### src/rtl/wdts_pkg.sv
// shared constants, types and helpers of the watchdog timer with sleep support
package wdts_pkg;

  // register byte offsets
  localparam logic [7:0] OFS_CONTROL  = 8'h00;
  localparam logic [7:0] OFS_STATUS   = 8'h04;
  localparam logic [7:0] OFS_IRQ_STAT = 8'h08;
  localparam logic [7:0] OFS_IRQ_CLR  = 8'h0C;
  localparam logic [7:0] OFS_IRQ_EN   = 8'h10;
  localparam logic [7:0] OFS_COUNT    = 8'h14;

  // watchdog_control layout: bit 0 sw_watchdog_enable, bits 5:1 watchdog_period_sel
  localparam int         CTRL_W       = 6;
  localparam int         SWEN_BIT     = 0;
  localparam int         PSEL_LSB     = 1;
  localparam int         PSEL_W       = 5;
  localparam logic [4:0] PSEL_RESET   = 5'h0B;
  localparam logic [4:0] PSEL_MAX     = 5'h12;
  localparam logic [5:0] CTRL_RESET   = {PSEL_RESET, 1'b0};

  // status layout
  localparam int ST_TMOUT_BIT  = 0;
  localparam int ST_PWRDN_BIT  = 1;
  localparam int ST_MODE_LSB   = 2;
  localparam int ST_SLEEP_BIT  = 4;
  localparam int ST_HOLD_BIT   = 5;
  localparam int ST_ACTIVE_BIT = 6;

  // interrupt sources
  localparam int IRQ_W         = 3;
  localparam int IRQ_RESET_BIT = 0;
  localparam int IRQ_WAKE_BIT  = 1;
  localparam int IRQ_OSCF_BIT  = 2;

  // time base: 31 kHz ticks, 1:32 prescale gives the nominal 1 ms base period
  localparam int         LFO_FREQ_KHZ   = 31;
  localparam int         BASE_PERIOD_MS = 1;
  localparam logic [4:0] PRESCALE_LOG2  = 5'h05;
  localparam int         CNT_W          = 23;

  typedef enum logic [1:0] {
    MODE_OFF   = 2'h0,
    MODE_SW    = 2'h1,
    MODE_AWAKE = 2'h2,
    MODE_ON    = 2'h3
  } wdts_mode_t;

  typedef enum logic [2:0] {
    PWR_AWAKE   = 3'h1,
    PWR_SLEEP   = 3'h2,
    PWR_OSTHOLD = 3'h4
  } wdts_pwr_t;

  // last count value before a time-out; reserved codes fall back to 1:32
  function automatic logic [CNT_W-1:0] term_count(input logic [4:0] sel);
    logic [4:0]     shamt;
    logic [CNT_W:0] span;
    shamt = (sel > PSEL_MAX) ? PRESCALE_LOG2 : 5'(sel + PRESCALE_LOG2);
    span  = {{CNT_W{1'b0}}, 1'b1} << shamt;
    return CNT_W'(span - {{CNT_W{1'b0}}, 1'b1});
  endfunction : term_count

  function automatic logic is_active(input logic [1:0] mode, input logic swen, input logic asleep);
    case (mode)
      MODE_ON:    return 1'b1;
      MODE_AWAKE: return !asleep;
      MODE_SW:    return swen;
      default:    return 1'b0;
    endcase
  endfunction : is_active

endpackage : wdts_pkg

### src/rtl/wdts_timer.sv
// watchdog timer with sleep handling, status flags, interrupts and register file
//
// Behaviour
// awake and enabled, reaching the time-out before a clear requests device reset
// count steps only on 31 kHz oscillator ticks; 1:32 gives the 1 ms base
// mode 11 keeps the watchdog active always, sleep included, ignoring software enable
// mode 10 keeps it active awake and disabled during sleep
// mode 01 follows the software enable bit, awake or asleep
// mode 00 keeps it disabled and cleared always
// period select spans 1 ms to 256 s and resets to two seconds
// code 0 is 1:32, each step doubles to 10010; above is 1:32; reset 01011
// reset, clear instruction, sleep entry/exit, oscillator fail, disable all clear count
// crystal clock wake holds count clear while start-up timer runs; others clear once
// internal oscillator divider changes leave the count alone
// sleep entry clears count, which keeps counting if enabled in sleep
// time-out in sleep wakes the device and updates both status flags
// sleep instruction clears power-down flag and sets time-out flag
// time-out is a one-cycle pulse; count restarts from zero afterwards
//
// The implementer's own choices: the AHB-Lite interface to the registers and the register offsets.
`timescale 1ns/1ps
module wdts_timer (
  // clock and reset
  input  wire logic        mclk,
  input  wire logic        resetn,
  // ahb-lite
  input  wire logic        hsel,
  input  wire logic [31:0] haddr,
  input  wire logic [1:0]  htrans,
  input  wire logic        hwrite,
  input  wire logic [2:0]  hsize,
  input  wire logic [31:0] hwdata,
  input  wire logic        hready,
  output logic             hreadyout,
  output logic             hresp,
  output logic [31:0]      hrdata,
  // configuration word
  input  wire logic [1:0]  watchdogModeCfg,
  // core, clock module and sleep controller
  input  wire logic        clearWatchdogInstr,
  input  wire logic        sleepInstr,
  input  wire logic        wakeEvent,
  input  wire logic        oscFail,
  input  wire logic        crystalClock,
  input  wire logic        oscStartupTimerRunning,
  input  wire logic        lowFreqOscTick,
  // requests and flags
  output logic             watchdogResetReq,
  output logic             watchdogWakeReq,
  output logic             timeoutFlagN,
  output logic             powerdownFlagN,
  output logic             inSleep,
  output logic             irq
);

  typedef struct packed {
    wdts_pkg::wdts_pwr_t         pwr;
    logic [wdts_pkg::CTRL_W-1:0] control;
    logic                        timeoutFlagN;
    logic                        powerdownFlagN;
    logic [wdts_pkg::IRQ_W-1:0]  irqStat;
    logic [wdts_pkg::IRQ_W-1:0]  irqEn;
    logic                        resetReq;
    logic                        wakeReq;
  } wdts_state_t;

  wdts_state_t                st;
  wdts_state_t                next_st;
  logic [7:0]                 rdAddr;
  logic                       rdHit;
  logic [31:0]                rdValue;
  logic                       wrStb;
  logic [7:0]                 wrAddr;
  logic [31:0]                wrData;
  logic [wdts_pkg::CNT_W-1:0] wdogCount;
  logic                       wdogExpire;
  logic                       active;
  logic                       enterSleep;
  logic                       exitSleep;
  logic                       clearCnt;
  logic [4:0]                 periodSel;
  logic                       swEnable;
  logic [wdts_pkg::IRQ_W-1:0] irqSet;
  logic [wdts_pkg::IRQ_W-1:0] irqClr;

  wdts_ahb_slave u_bus (
    .mclk      (mclk),
    .resetn    (resetn),
    .hsel      (hsel),
    .haddr     (haddr),
    .htrans    (htrans),
    .hwrite    (hwrite),
    .hsize     (hsize),
    .hwdata    (hwdata),
    .hready    (hready),
    .hreadyout (hreadyout),
    .hresp     (hresp),
    .hrdata    (hrdata),
    .rdAddr    (rdAddr),
    .rdHit     (rdHit),
    .rdValue   (rdValue),
    .wrStb     (wrStb),
    .wrAddr    (wrAddr),
    .wrData    (wrData)
  );

  // the count sees only its own tick, clear and period select, so oscillator divider changes cannot disturb it
  wdts_counter u_cnt (
    .mclk      (mclk),
    .resetn    (resetn),
    .clear     (clearCnt),
    .lfoTick   (lowFreqOscTick),
    .periodSel (periodSel),
    .count     (wdogCount),
    .expire    (wdogExpire)
  );

  assign periodSel  = st.control[wdts_pkg::PSEL_LSB +: wdts_pkg::PSEL_W];
  assign swEnable   = st.control[wdts_pkg::SWEN_BIT];
  assign active     = wdts_pkg::is_active(watchdogModeCfg, swEnable, st.pwr == wdts_pkg::PWR_SLEEP);
  assign enterSleep = sleepInstr && (st.pwr == wdts_pkg::PWR_AWAKE);
  assign exitSleep  = (st.pwr == wdts_pkg::PWR_SLEEP) && (wakeEvent || wdogExpire);
  assign clearCnt   = !active || clearWatchdogInstr || enterSleep || exitSleep || oscFail
                      || (st.pwr == wdts_pkg::PWR_OSTHOLD);

  assign irqSet = {oscFail,
                   wdogExpire && (st.pwr == wdts_pkg::PWR_SLEEP),
                   wdogExpire && (st.pwr != wdts_pkg::PWR_SLEEP)};
  assign irqClr = (wrStb && (wrAddr == wdts_pkg::OFS_IRQ_CLR)) ? wrData[wdts_pkg::IRQ_W-1:0] : '0;

  always_comb begin
    next_st          = st;
    next_st.resetReq = 1'b0;
    next_st.wakeReq  = 1'b0;
    // a new event beats a clear in the same cycle
    next_st.irqStat  = (st.irqStat & ~irqClr) | irqSet;
    if (wrStb && (wrAddr == wdts_pkg::OFS_CONTROL)) begin
      next_st.control = wrData[wdts_pkg::CTRL_W-1:0];
    end
    if (wrStb && (wrAddr == wdts_pkg::OFS_IRQ_EN)) begin
      next_st.irqEn = wrData[wdts_pkg::IRQ_W-1:0];
    end
    if (clearWatchdogInstr) begin
      next_st.timeoutFlagN   = 1'b1;
      next_st.powerdownFlagN = 1'b1;
    end
    case (st.pwr)
      wdts_pkg::PWR_AWAKE: begin
        if (wdogExpire) begin
          next_st.resetReq     = 1'b1;
          next_st.timeoutFlagN = 1'b0;
        end else if (enterSleep) begin
          next_st.pwr            = wdts_pkg::PWR_SLEEP;
          next_st.powerdownFlagN = 1'b0;
          next_st.timeoutFlagN   = 1'b1;
        end
      end
      wdts_pkg::PWR_SLEEP: begin
        if (wdogExpire) begin
          next_st.wakeReq        = 1'b1;
          next_st.timeoutFlagN   = 1'b0;
          next_st.powerdownFlagN = 1'b0;
        end
        if (exitSleep) begin
          next_st.pwr = crystalClock ? wdts_pkg::PWR_OSTHOLD : wdts_pkg::PWR_AWAKE;
        end
      end
      wdts_pkg::PWR_OSTHOLD: begin
        // the start-up timer is expected to be running on the first hold cycle
        if (!oscStartupTimerRunning) begin
          next_st.pwr = wdts_pkg::PWR_AWAKE;
        end
      end
      default: begin
        next_st.pwr = wdts_pkg::PWR_AWAKE;
      end
    endcase
  end

  always_ff @(posedge mclk) begin
    if (!resetn) begin
      st                <= '0;
      st.pwr            <= wdts_pkg::PWR_AWAKE;
      st.control        <= wdts_pkg::CTRL_RESET;
      st.timeoutFlagN   <= 1'b1;
      st.powerdownFlagN <= 1'b1;
    end else begin
      st <= next_st;
    end
  end

  function automatic logic [31:0] read_word(input logic [7:0] addr, input wdts_state_t s,
                                            input logic [1:0] mode, input logic act,
                                            input logic [wdts_pkg::CNT_W-1:0] cnt);
    logic [31:0] v;
    v = 32'h00000000;
    case (addr)
      wdts_pkg::OFS_CONTROL:  v[wdts_pkg::CTRL_W-1:0] = s.control;
      wdts_pkg::OFS_STATUS: begin
        v[wdts_pkg::ST_TMOUT_BIT]            = s.timeoutFlagN;
        v[wdts_pkg::ST_PWRDN_BIT]            = s.powerdownFlagN;
        v[wdts_pkg::ST_MODE_LSB +: 2]        = mode;
        v[wdts_pkg::ST_SLEEP_BIT]            = (s.pwr == wdts_pkg::PWR_SLEEP);
        v[wdts_pkg::ST_HOLD_BIT]             = (s.pwr == wdts_pkg::PWR_OSTHOLD);
        v[wdts_pkg::ST_ACTIVE_BIT]           = act;
      end
      wdts_pkg::OFS_IRQ_STAT: v[wdts_pkg::IRQ_W-1:0] = s.irqStat;
      wdts_pkg::OFS_IRQ_EN:   v[wdts_pkg::IRQ_W-1:0] = s.irqEn;
      wdts_pkg::OFS_COUNT:    v[wdts_pkg::CNT_W-1:0] = cnt;
      default:                v = 32'h00000000;
    endcase
    return v;
  endfunction : read_word

  assign rdValue          = read_word(rdAddr, st, watchdogModeCfg, active, wdogCount);
  assign watchdogResetReq = st.resetReq;
  assign watchdogWakeReq  = st.wakeReq;
  assign timeoutFlagN     = st.timeoutFlagN;
  assign powerdownFlagN   = st.powerdownFlagN;
  assign inSleep          = (st.pwr == wdts_pkg::PWR_SLEEP);
  assign irq              = |(st.irqStat & st.irqEn);
endmodule : wdts_timer

### src/rtl/wdts_counter.sv
// watchdog prescaler and count, stepped by low-frequency oscillator ticks
`timescale 1ns/1ps
module wdts_counter (
  // clock and reset
  input  wire logic                      mclk,
  input  wire logic                      resetn,
  // control
  input  wire logic                      clear,
  input  wire logic                      lfoTick,
  input  wire logic [4:0]                periodSel,
  // state
  output logic      [wdts_pkg::CNT_W-1:0] count,
  output logic                           expire
);

  typedef struct packed {
    logic [wdts_pkg::CNT_W-1:0] count;
    logic                       expire;
  } wdts_cnt_t;

  wdts_cnt_t st;
  wdts_cnt_t next_st;

  always_comb begin
    next_st        = st;
    next_st.expire = 1'b0;
    if (clear) begin
      next_st.count = '0;
    end else if (lfoTick) begin
      if (st.count >= wdts_pkg::term_count(periodSel)) begin
        // restart from zero so a missed reset cannot re-fire at once
        next_st.count  = '0;
        next_st.expire = 1'b1;
      end else begin
        next_st.count = CNT_W_INC(st.count);
      end
    end
  end

  function automatic logic [wdts_pkg::CNT_W-1:0] CNT_W_INC(input logic [wdts_pkg::CNT_W-1:0] v);
    return wdts_pkg::CNT_W'(v + 1'b1);
  endfunction : CNT_W_INC

  always_ff @(posedge mclk) begin
    if (!resetn) begin
      st <= '0;
    end else begin
      st <= next_st;
    end
  end

  assign count  = st.count;
  assign expire = st.expire;

endmodule : wdts_counter

### src/rtl/wdts_ahb_slave.sv
// zero-wait-state AHB-Lite slave front end for the watchdog registers
`timescale 1ns/1ps
module wdts_ahb_slave (
  // clock and reset
  input  wire logic        mclk,
  input  wire logic        resetn,
  // ahb-lite
  input  wire logic        hsel,
  input  wire logic [31:0] haddr,
  input  wire logic [1:0]  htrans,
  input  wire logic        hwrite,
  input  wire logic [2:0]  hsize,
  input  wire logic [31:0] hwdata,
  input  wire logic        hready,
  output logic             hreadyout,
  output logic             hresp,
  output logic [31:0]      hrdata,
  // register side
  output logic [7:0]       rdAddr,
  output logic             rdHit,
  input  wire logic [31:0] rdValue,
  output logic             wrStb,
  output logic [7:0]       wrAddr,
  output logic [31:0]      wrData
);

  typedef struct packed {
    logic        wrPend;
    logic [7:0]  wrAddr;
    logic [31:0] hrdata;
  } wdts_bus_t;

  wdts_bus_t st;
  wdts_bus_t next_st;
  logic      take;

  // only word transfers are taken; others complete OKAY with no effect
  assign take   = hsel && htrans[1] && hready && (hsize == 3'h2);
  assign rdAddr = haddr[7:0];
  assign rdHit  = (haddr[31:8] == 24'h000000);

  always_comb begin
    next_st        = st;
    next_st.wrPend = take && hwrite && rdHit;
    if (take) begin
      next_st.wrAddr = haddr[7:0];
    end
    if (take && !hwrite) begin
      next_st.hrdata = rdHit ? rdValue : 32'h00000000;
    end
  end

  always_ff @(posedge mclk) begin
    if (!resetn) begin
      st <= '0;
    end else begin
      st <= next_st;
    end
  end

  assign hreadyout = 1'b1;
  assign hresp     = 1'b0;
  assign hrdata    = st.hrdata;
  assign wrStb     = st.wrPend;
  assign wrAddr    = st.wrAddr;
  assign wrData    = hwdata;

endmodule : wdts_ahb_slave

### config.mk
export PLATFORM = sky130hd
export DESIGN_NAME = wdts_timer
export DESIGN_NICKNAME = d
export VERILOG_FILES = /design/src/rtl/wdts_pkg.sv /design/src/rtl/wdts_timer.sv /design/src/rtl/wdts_counter.sv /design/src/rtl/wdts_ahb_slave.sv
export SDC_FILE = /design/constraint.sdc
export NUM_CORES = 1
export LEC_CHECK = 0
export ABC_AREA = 1
export ABC_CLOCK_PERIOD_IN_PS = 4770
export BUFFER_PORTS_ARGS = -buffer_cell sky130_fd_sc_hd__buf_2
export CORE_MARGIN = 5
export CORE_UTILIZATION = 50
export CTS_CLUSTER_DIAMETER = 100
export CTS_CLUSTER_SIZE = 14
export DETAILED_ROUTE_END_ITERATION = 10
export PLACE_DENSITY = 0.84
export SLEW_MARGIN = 20
export SYNTH_ARGS = -nofsm -noshare
export SYNTH_HDL_FRONTEND = slang
export SYNTH_SLANG_ARGS = --single-unit
### constraint.sdc
create_clock -name mclk -period 4.77 [get_ports mclk]
set_input_delay 0.954 -clock mclk [delete_from_list [all_inputs] [get_ports mclk]]
set_output_delay 0.954 -clock mclk [all_outputs]
set_load 0.05 [all_outputs]
==> impl_results.md, run 1 <==
- FF+latch count, synth: 75
- Detailed-route DRC error count: 0
- Path type of the worst setup path: register to register
- Highest fanout seen on the critical path: 22
- Clock Pin Slew Worst Setup and Hold Paths: 90 ps
- Leading cell types in the layout, fill and taps excluded: nand2_1, nor2_1, buf_2
- Crit path buf inv count: 4
- Average instance area after synthesis: 6.57 µm²
- Tmin final: 3890 ps
- Pin count of the biggest net entering global routing: 29
- Buffers inserted by post-CTS timing repair: 0
- Critical-path top delay cell: dfxtp_1
- Number of flops mapped to enable cells by yosys: 0
- Fraction of synthesized cell area taken by the top area cell type: 0.318
- Maximum level of the CTS H-tree: 3
- Power density relative to cell area: 232 nW/µm²
- Width of the die: 107 µm
- Internal power: 916 µW
- Run status: completed
- Global router's overall resource usage: 0.207
- Total Routed Length: 11600 µm
- Mapped Cells: 720
- Number of top-level pins: 123
- CTS tree: done
- Hpwl dp: 9010 µm
- DRT antenna net count: 0
- Slowest cell delay on critical path: 490 ps
- Final setup skew: 18.4 ps
- Cell type group with the largest total delay on the critical path: simple AND/OR/NAND/NOR gates
- Nature of the critical path startpoint: register
- Number of buffers on the longest clock path: 2
- Transition time at the pin with the least slew margin: 633 ps
- Switching portion of total power: 0.269
- Fraction of layout cells with a size suffix above 1: 0.156
- Number of antenna diodes: 0
- Routability Congestion: 0.945
- Hold-fix buffers at CTS: 0
- Number of distinct standard cells referenced by the synthesized netlist: 38
- Fraction of power consumed by combinational cells: 0.105
- Setup Viol. Count Final: 0
- Max Freq: 257 MHz
- Cell repeated most along the worst path: nand2_1
- Post-CTS sizing: 0
- Number of antenna violations at the first check in global routing: 0
- CTS Buf Count: 9
- Top_reg_cell synth: dfxtp_1
- Leakage component of the power: 0.00261 µW
- Fraction of synthesis flops using an asynchronous set or reset pin: 0
- Peak supply drop: 188 µV
- Layout Utilization: 0.584
- Number of endpoints with negative hold slack in the final report: 0
- Layout Nets: 913
- Insertion delay of the later-clocked pin in the worst-skew pair: 350 ps
- Residual overflow from global routing: 0
- Via count of the routed design: 4705
- Share of power burned in the clock network: 0.382
- Layout Area Growth over Synthesis: 14.2%
- First-pass GRT wire length: 19400 µm
- Yosys warnings: 0
- Vias per Instance: 5.02
- Setup crit end kind: register
- Via count of the first global-routing pass: 4325
- Die Y: 107 µm
- Unrepaired setup endpoints after global routing: no
- Leading cell types by total area after synthesis: dfxtp_1, nand2_1, nor2_1
- Max capacitance violation total: 0
- Required time worst endpoint: 4990 ps
- Num Clock Sinks: 75
- Starting density of the core: 0.512
- Class of the worst hold path: register to register
- Normalized max-slew margin: 0.578
- Sequential group share of total power: 0.513
- IO Port Bufs: 84
- Netlist area before placement: 4730 µm²
- NetSw: 337 µW
- Endpoint arrival time on the critical path: 4120 ps
- Floorplan row count: 35
- Master cell of the clock root buffer: clkbuf_8
- Wire length per cell after detailed routing: 12.3 µm
- Initial detailed-routing violation count: 250
- Share of the yosys chip area belonging to registers: 0.318
- Final slew viol count: 0
- Sum Neg Setup Slack: 0 ps
- Leading cell type in the layout, fill and taps excluded: nand2_1
- Post-synth top area cell: dfxtp_1
- Final period utilization: 0.816
- Number of search-and-repair iterations in the first detailed-routing pass: 5
- Placeable Area: 9240 µm²
- Worst reg-to-reg setup slack: 880 ps
- Die Area: 11500 µm²
==> final cells by class <==
class | count | area [µm²]
fill | 897 | 3840
multi-input combinational | 547 | 2800
sequential | 75 | 1500
timing repair buffer | 85 | 428
inverter | 85 | 319
tap | 129 | 161
clock buffer | 11 | 131
clock inverter | 5 | 53.8
==> through the flow <==
step	instance area (µm²)	instances	power [µW]	hold slack, ps	setup WS [ps]
3_3_place_gp	5210	921	786	452	993
2_1_floorplan	4760	729	751	446	1490
6_report	5400	937	1250	465	876
4_1_cts	5400	937	1260	465	936
3_5_place_dp	5210	921	788	453	965
5_1_grt	5400	937	1300	479	384
==> routing by layer <==
metal / vias to the layer above / global-route usage / wire length, µm
met5: - / 0 / 0
met4: 0 / 0.0694 / 183
met3: 13 / 0.0319 / 575
met2: 127 / 0.332 / 5180
met1: 2070 / 0.283 / 5630
li1: 2495 / - / -
==> synthesized netlist by cell type, types with 3 or more instances <==
| library cell | instances |
|---|---|
| nand2_1 | 163 |
| nor2_1 | 120 |
| inv_1 | 83 |
| dfxtp_1 | 75 |
| a21oi_1 | 54 |
| o21ai_0 | 36 |
| nand3_1 | 35 |
| ha_1 | 27 |
| nand4_1 | 19 |
| xor2_1 | 15 |
| buf_4 | 12 |
| nor3_1 | 11 |
| nand2_2 | 8 |
| clkbuf_1 | 6 |
| nor2_2 | 6 |
| o22ai_1 | 6 |
| o211ai_1 | 5 |
| nand3b_1 | 4 |
| nor4_1 | 4 |
| o221ai_1 | 4 |
| nand2_4 | 3 |
==> path summary, 6_finish.rpt <==
check | startpoint | end | depth (start not counted)
hold reg to reg | u_bus.hrdata[16] | u_bus.hrdata[16] | 2
hold / removal | u_bus.hrdata[16] | u_bus.hrdata[16] | 2
setup / recovery | periodSel[0] | u_cnt.count[22] | 26
setup reg to reg | periodSel[0] | u_cnt.count[22] | 26
==> worst reg2reg max path: stages (launching register included) <==
cell	delay [ps]
dfxtp_1	490
inv_1	180
ha_1	230
inv_1	50
nand2_1	50
nand2_1	80
nand2_2	150
nand4_1	230
nor2_1	90
inv_1	80
ha_1	210
nand2_4	80
nor2_4	210
nand3_1	100
nand2_1	60
nand2_1	50
ha_1	290
nand2_1	80
nor2_1	140
nand2_1	80
nor3_1	140
nand2_1	70
nand4_1	70
nand2_1	130
nand2_1	90
buf_4	250
nor2_1	80
==> logic make-up after synthesis <==
group | Yosys count | synth area share
DFF | 75 | 0.318
and+or+nand+nor | 380 | 0.349
xor gates and xnor gates | 17 | 0.0315
AOI/OAI and AO/OA | 112 | 0.132
buffers and inverters | 107 | 0.0966
other | 2 | 0.00159
adders and majority gates | 27 | 0.0715
==> sequential cells by signal, indices dropped and copies added, names as in the netlist <==
signal / count
watchdogWakeReq: 1
u_bus.hrdata: 23
timeoutFlagN: 1
u_bus.wrStb: 1
u_cnt.count: 23
st: 10
u_cnt.expire: 1
periodSel: 5
watchdogResetReq: 1
u_bus.wrAddr: 8
powerdownFlagN: 1
==> power by group through the flow <==
stage | logic (µW) | clock network [µW] | registers, µW
CTS | 131 | 483 | 643
global route | 145 | 514 | 643
floorplan | 81.3 | 0 | 670
finish | 132 | 478 | 642
global placement | 129 | 0 | 657
detailed placement | 130 | 0 | 657
Power figures use the tool's default switching activity.
==> run 2, diff against run 1 <==
--- a/config.mk
+++ b/config.mk
@@ -5,8 +5,8 @@
 export SDC_FILE = /design/constraint.sdc
 export NUM_CORES = 1
 export LEC_CHECK = 0
-export ABC_AREA = 1
-export ABC_CLOCK_PERIOD_IN_PS = 4770
+export ABC_AREA = 0
+export ABC_CLOCK_PERIOD_IN_PS = 3900
 export BUFFER_PORTS_ARGS = -buffer_cell sky130_fd_sc_hd__buf_2
 export CORE_MARGIN = 5
 export CORE_UTILIZATION = 50
==> constraint.sdc (replaced) <==
create_clock -name mclk -period 3.9 [get_ports mclk]
set_input_delay 0.78 -clock mclk [delete_from_list [all_inputs] [get_ports mclk]]
set_output_delay 0.78 -clock mclk [all_outputs]
set_load 0.05 [all_outputs]
==> run 2 against run 1 <==
Compared with the run above: the run now ends with setup timing left; die area shrank 0.21%; count of clock-buffer cells in the layout did not move; via count shrank 2.0%; final area grew 7.4%; sequential share of layout area fell by 1.7 points; highest routed layer unchanged.
==> impl_results.md, run 2 <==
- Run status: complete, but fails checks
- Violations in the final reports: setup timing
- Endpoint arrival time on the critical path: 4230 ps (+110 ps)
- Mapped Cells: 538 (-25%)
- Total Routed Length: 13300 µm (+15%)
- Wire length per cell after detailed routing: 17.6 µm (+42%)
- R2r worst-path depth: 20 (-23%)
- Fraction of power consumed by combinational cells: 0.089 (-0.016)
- Share of the yosys chip area belonging to registers: 0.318 (+0.000758)
- CTS Buf Count: 9 (unchanged)
- Via count of the first global-routing pass: 4375 (+1.2%)
- Layout Area Growth over Synthesis: 23.0%
- Width of the die: 107 µm (-0.11%)
- Leading cell type in the layout, fill and taps excluded: buf_2
- First-pass GRT wire length: 20200 µm (+4.1%)
- Overall power of the completed layout: 1550 µW (+23%)
- Insertion delay of the later-clocked pin in the worst-skew pair: 370 ps (+20 ps)
- Die Y: 107 µm (-0.11%)
- Floorplan row count: 35 (unchanged)
- Share of power burned in the clock network: 0.406 (+0.024)
- IO Port Bufs: 84 (unchanged)
- Path type of the worst setup path: register to register
- Nature of the critical path startpoint: register
- Sum Neg Setup Slack: -1890 ps (-1890 ps)
- Tmin final: 4020 ps (+130 ps)
- Vias per Instance: 6.09 (+21%)
- Number of buffers on the longest clock path: 2 (unchanged)
- Number of distinct standard cells referenced by the synthesized netlist: 74 (+95%)
- Number of antenna violations at the first check in global routing: 0 (unchanged)
- Post-route cell area: 5800 µm² (+7.4%)
- Leading cell types by total area after synthesis: dfxtp_1, ha_1, nor2b_1
- Routability Congestion: 0.876 (-7.3%)
- Die Area: 11500 µm² (-0.21%)
- Pin count of the biggest net entering global routing: 51 (+76%)
- Final-layout fill cell count: 713 (-21%)
- Global router's overall resource usage: 0.214 (+0.00668)
- Leading cell types in the layout, fill and taps excluded: buf_2, dfxtp_1, nand2_1
- Fraction of layout cells with a size suffix above 1: 0.304 (+0.149)
- Sequential group share of total power: 0.505 (-0.008)
- Yosys warnings: 0 (unchanged)
- Clock Pin Slew Worst Setup and Hold Paths: 90 ps (about the same)
- Final slew viol count: 0 (unchanged)
- Initial detailed-routing violation count: 457 (+83%)
- Number of top-level pins: 123 (unchanged)
- Leakage component of the power: 0.00245 µW (-5.9%)
- Average instance area after synthesis: 8.77 µm² (+34%)
- Transition time at the pin with the least slew margin: 883 ps (+250 ps)
- Number of search-and-repair iterations in the first detailed-routing pass: 5 (unchanged)
- Detailed-route DRC error count: 0 (unchanged)
- Top_reg_cell synth: dfxtp_1
- Peak supply drop: 202 µV (+7.8%)
- Post-synth top area cell: dfxtp_1
- Endpoint with the worst hold slack: u_bus.hrdata[6]
- Num Clock Sinks: 75 (unchanged)
- Non-filler cells in the finished layout: 758 (-19%)
- Final period utilization: 1.03 (+0.215)
- Setup crit end kind: register
- Hpwl dp: 9330 µm (+3.5%)
- Hold path startpoint: u_bus.hrdata[6]
- Worst hold-check slack: 478 ps (+12.7 ps)
- Master cell of the clock root buffer: clkbuf_8
- Final setup skew: 12.2 ps (-6.17 ps)
- Netlist area before placement: 4720 µm² (-0.24%)
- Switching portion of total power: 0.264 (-0.00448)
- Number of flops mapped to enable cells by yosys: 0 (unchanged)
- Residual overflow from global routing: 0 (unchanged)
- Worst flop-to-flop path endpoint: u_cnt.count[20]
- NetSw: 409 µW (+21%)
- Number of endpoints with negative hold slack in the final report: 0 (unchanged)
- Number of antenna diodes: 0 (unchanged)
- FF+latch count, synth: 75 (unchanged)
- Leading post-synthesis cells by instance count: dfxtp_1, nand2_1, nor2b_1
- Layout Nets: 752 (-18%)
- Post-route setup slack: -124 ps (-1000 ps)
- Normalized max-slew margin: 0.412 (-0.166)
- Unrepaired setup endpoints after global routing: yes
- Hold-fix buffers at CTS: 0 (unchanged)
- Worst reg-to-reg setup slack: -120 ps (-1000 ps)
- Max Freq: 248 MHz (-3.2%)
- Maximum level of the CTS H-tree: 3 (unchanged)
- Worst reg2reg path startpoint: periodSel[1]
- Fraction of synthesis flops using an asynchronous set or reset pin: 0 (unchanged)
- Area of placed instances: 5280 µm² (+1.2%)
- Power density relative to cell area: 267 nW/µm² (+15%)
- Max capacitance violation total: 0 (unchanged)
- Area of combinational cells with multiple inputs: 3160 µm² (+13%)
- Register cell area after layout: 1510 µm² (+0.67%)
- Worst hold path stage count: 2 (unchanged)
- Class of the worst hold path: register to register
- Setup Viol. Count Final: 22 (+22)
- CTS tree: done
- Required time worst endpoint: 4110 ps (-880 ps)
- Cell count after placement: 725 (-21%)
- Highest fanout seen on the critical path: 6 (-73%)
- Internal power: 1140 µW (+24%)
- DRT antenna net count: 0 (unchanged)
- Fraction of synthesized cell area taken by the top area cell type: 0.318 (+0.000758)
- Most numerous cell in the Yosys netlist: dfxtp_1
- Starting density of the core: 0.513 (+0.00121)
- Via count of the routed design: 4613 (-2.0%)
- Placeable Area: 9200 µm² (-0.47%)
run 2: worst max path at each step:
stage	cells after the start	slack (ps)	from	to
floorplan	22	10	periodSel[0]	u_cnt.count[10]
global placement	20	90	periodSel[0]	u_cnt.count[2]
finish	20	-120	periodSel[1]	u_cnt.count[20]
CTS	21	-0.7	periodSel[0]	u_cnt.count[1]
detailed placement	20	-110	periodSel[0]	u_cnt.count[2]
global route	20	-260	periodSel[0]	u_cnt.count[9]
run 2: kinds of logic (layout without fill, tap and decap cells):
kind of cell / after synthesis / count (layout) / synth area share
compound gates: 116 / 116 / 0.183
mux: 25 / 25 / 0.0547
simple gates: 224 / 224 / 0.273
fa+ha+maj: 27 / 27 / 0.0716
xor+xnor: 25 / 25 / 0.0464
flops: 75 / 75 / 0.318
buf+inv: 44 / 144 / 0.0517
other cells: 2 / 11 / 0.00159
run 2: worst max-delay path, stage by stage (launching register included):
cell and delay [ps]:
dfxtp_4 370, buf_6 130, nor2b_4 130, buf_6 110, o31ai_4 230, and2_4 190, nor2_4 50, nand3_2 110
ha_4 170, nand2_4 70, nor3_4 300, mux2i_1 310, a31oi_2 150, ha_1 320, nand4_1 100, nor2_2 190
o21ai_1 90, o211a_1 280, a21oi_4 300, clkbuf_16 220, nor3_2 50
run 2: metal layers:
layer | vias to the layer above | GRT usage | routed length (µm)
met5 | - | 0 | 0
met4 | 0 | 0.0685 | 353
met3 | 40 | 0.0512 | 949
met2 | 222 | 0.373 | 6680
met1 | 2184 | 0.258 | 5320
li1 | 2167 | - | -
run 2: through the flow:
step / util / setup WS [ps]
3_3_place_gp: 0.574 / 89.8
4_1_cts: 0.601 / -0.731
3_5_place_dp: 0.574 / -106
5_1_grt: 0.630 / -260
2_1_floorplan: - / 14.4
6_report: 0.630 / -124
run 2: power by group through the flow:
stage                     clock network, µW  logic, µW  registers, µW
after floorplan                           0       88.6            804
after global placement                    0        130            799
after detailed placement                  0        135            800
after CTS                               633        135            781
after global routing                    663        148            781
final                                   628        138            780
run 2: area by class of cell:
type,instances,share of cell area
multi-input combinational,428,0.544
clock inverter,5,0.0104
timing repair buffer,121,0.131
sequential,75,0.261
inverter,7,0.00496
tap,111,0.0240
clock buffer,11,0.0244
run 2: repair_timing:
action,in CTS,in global routing
cloned,0,3
endpoints found under the setup margin,22,24
resized for setup,6,31
setup buffers,4,10
pin swaps,5,18
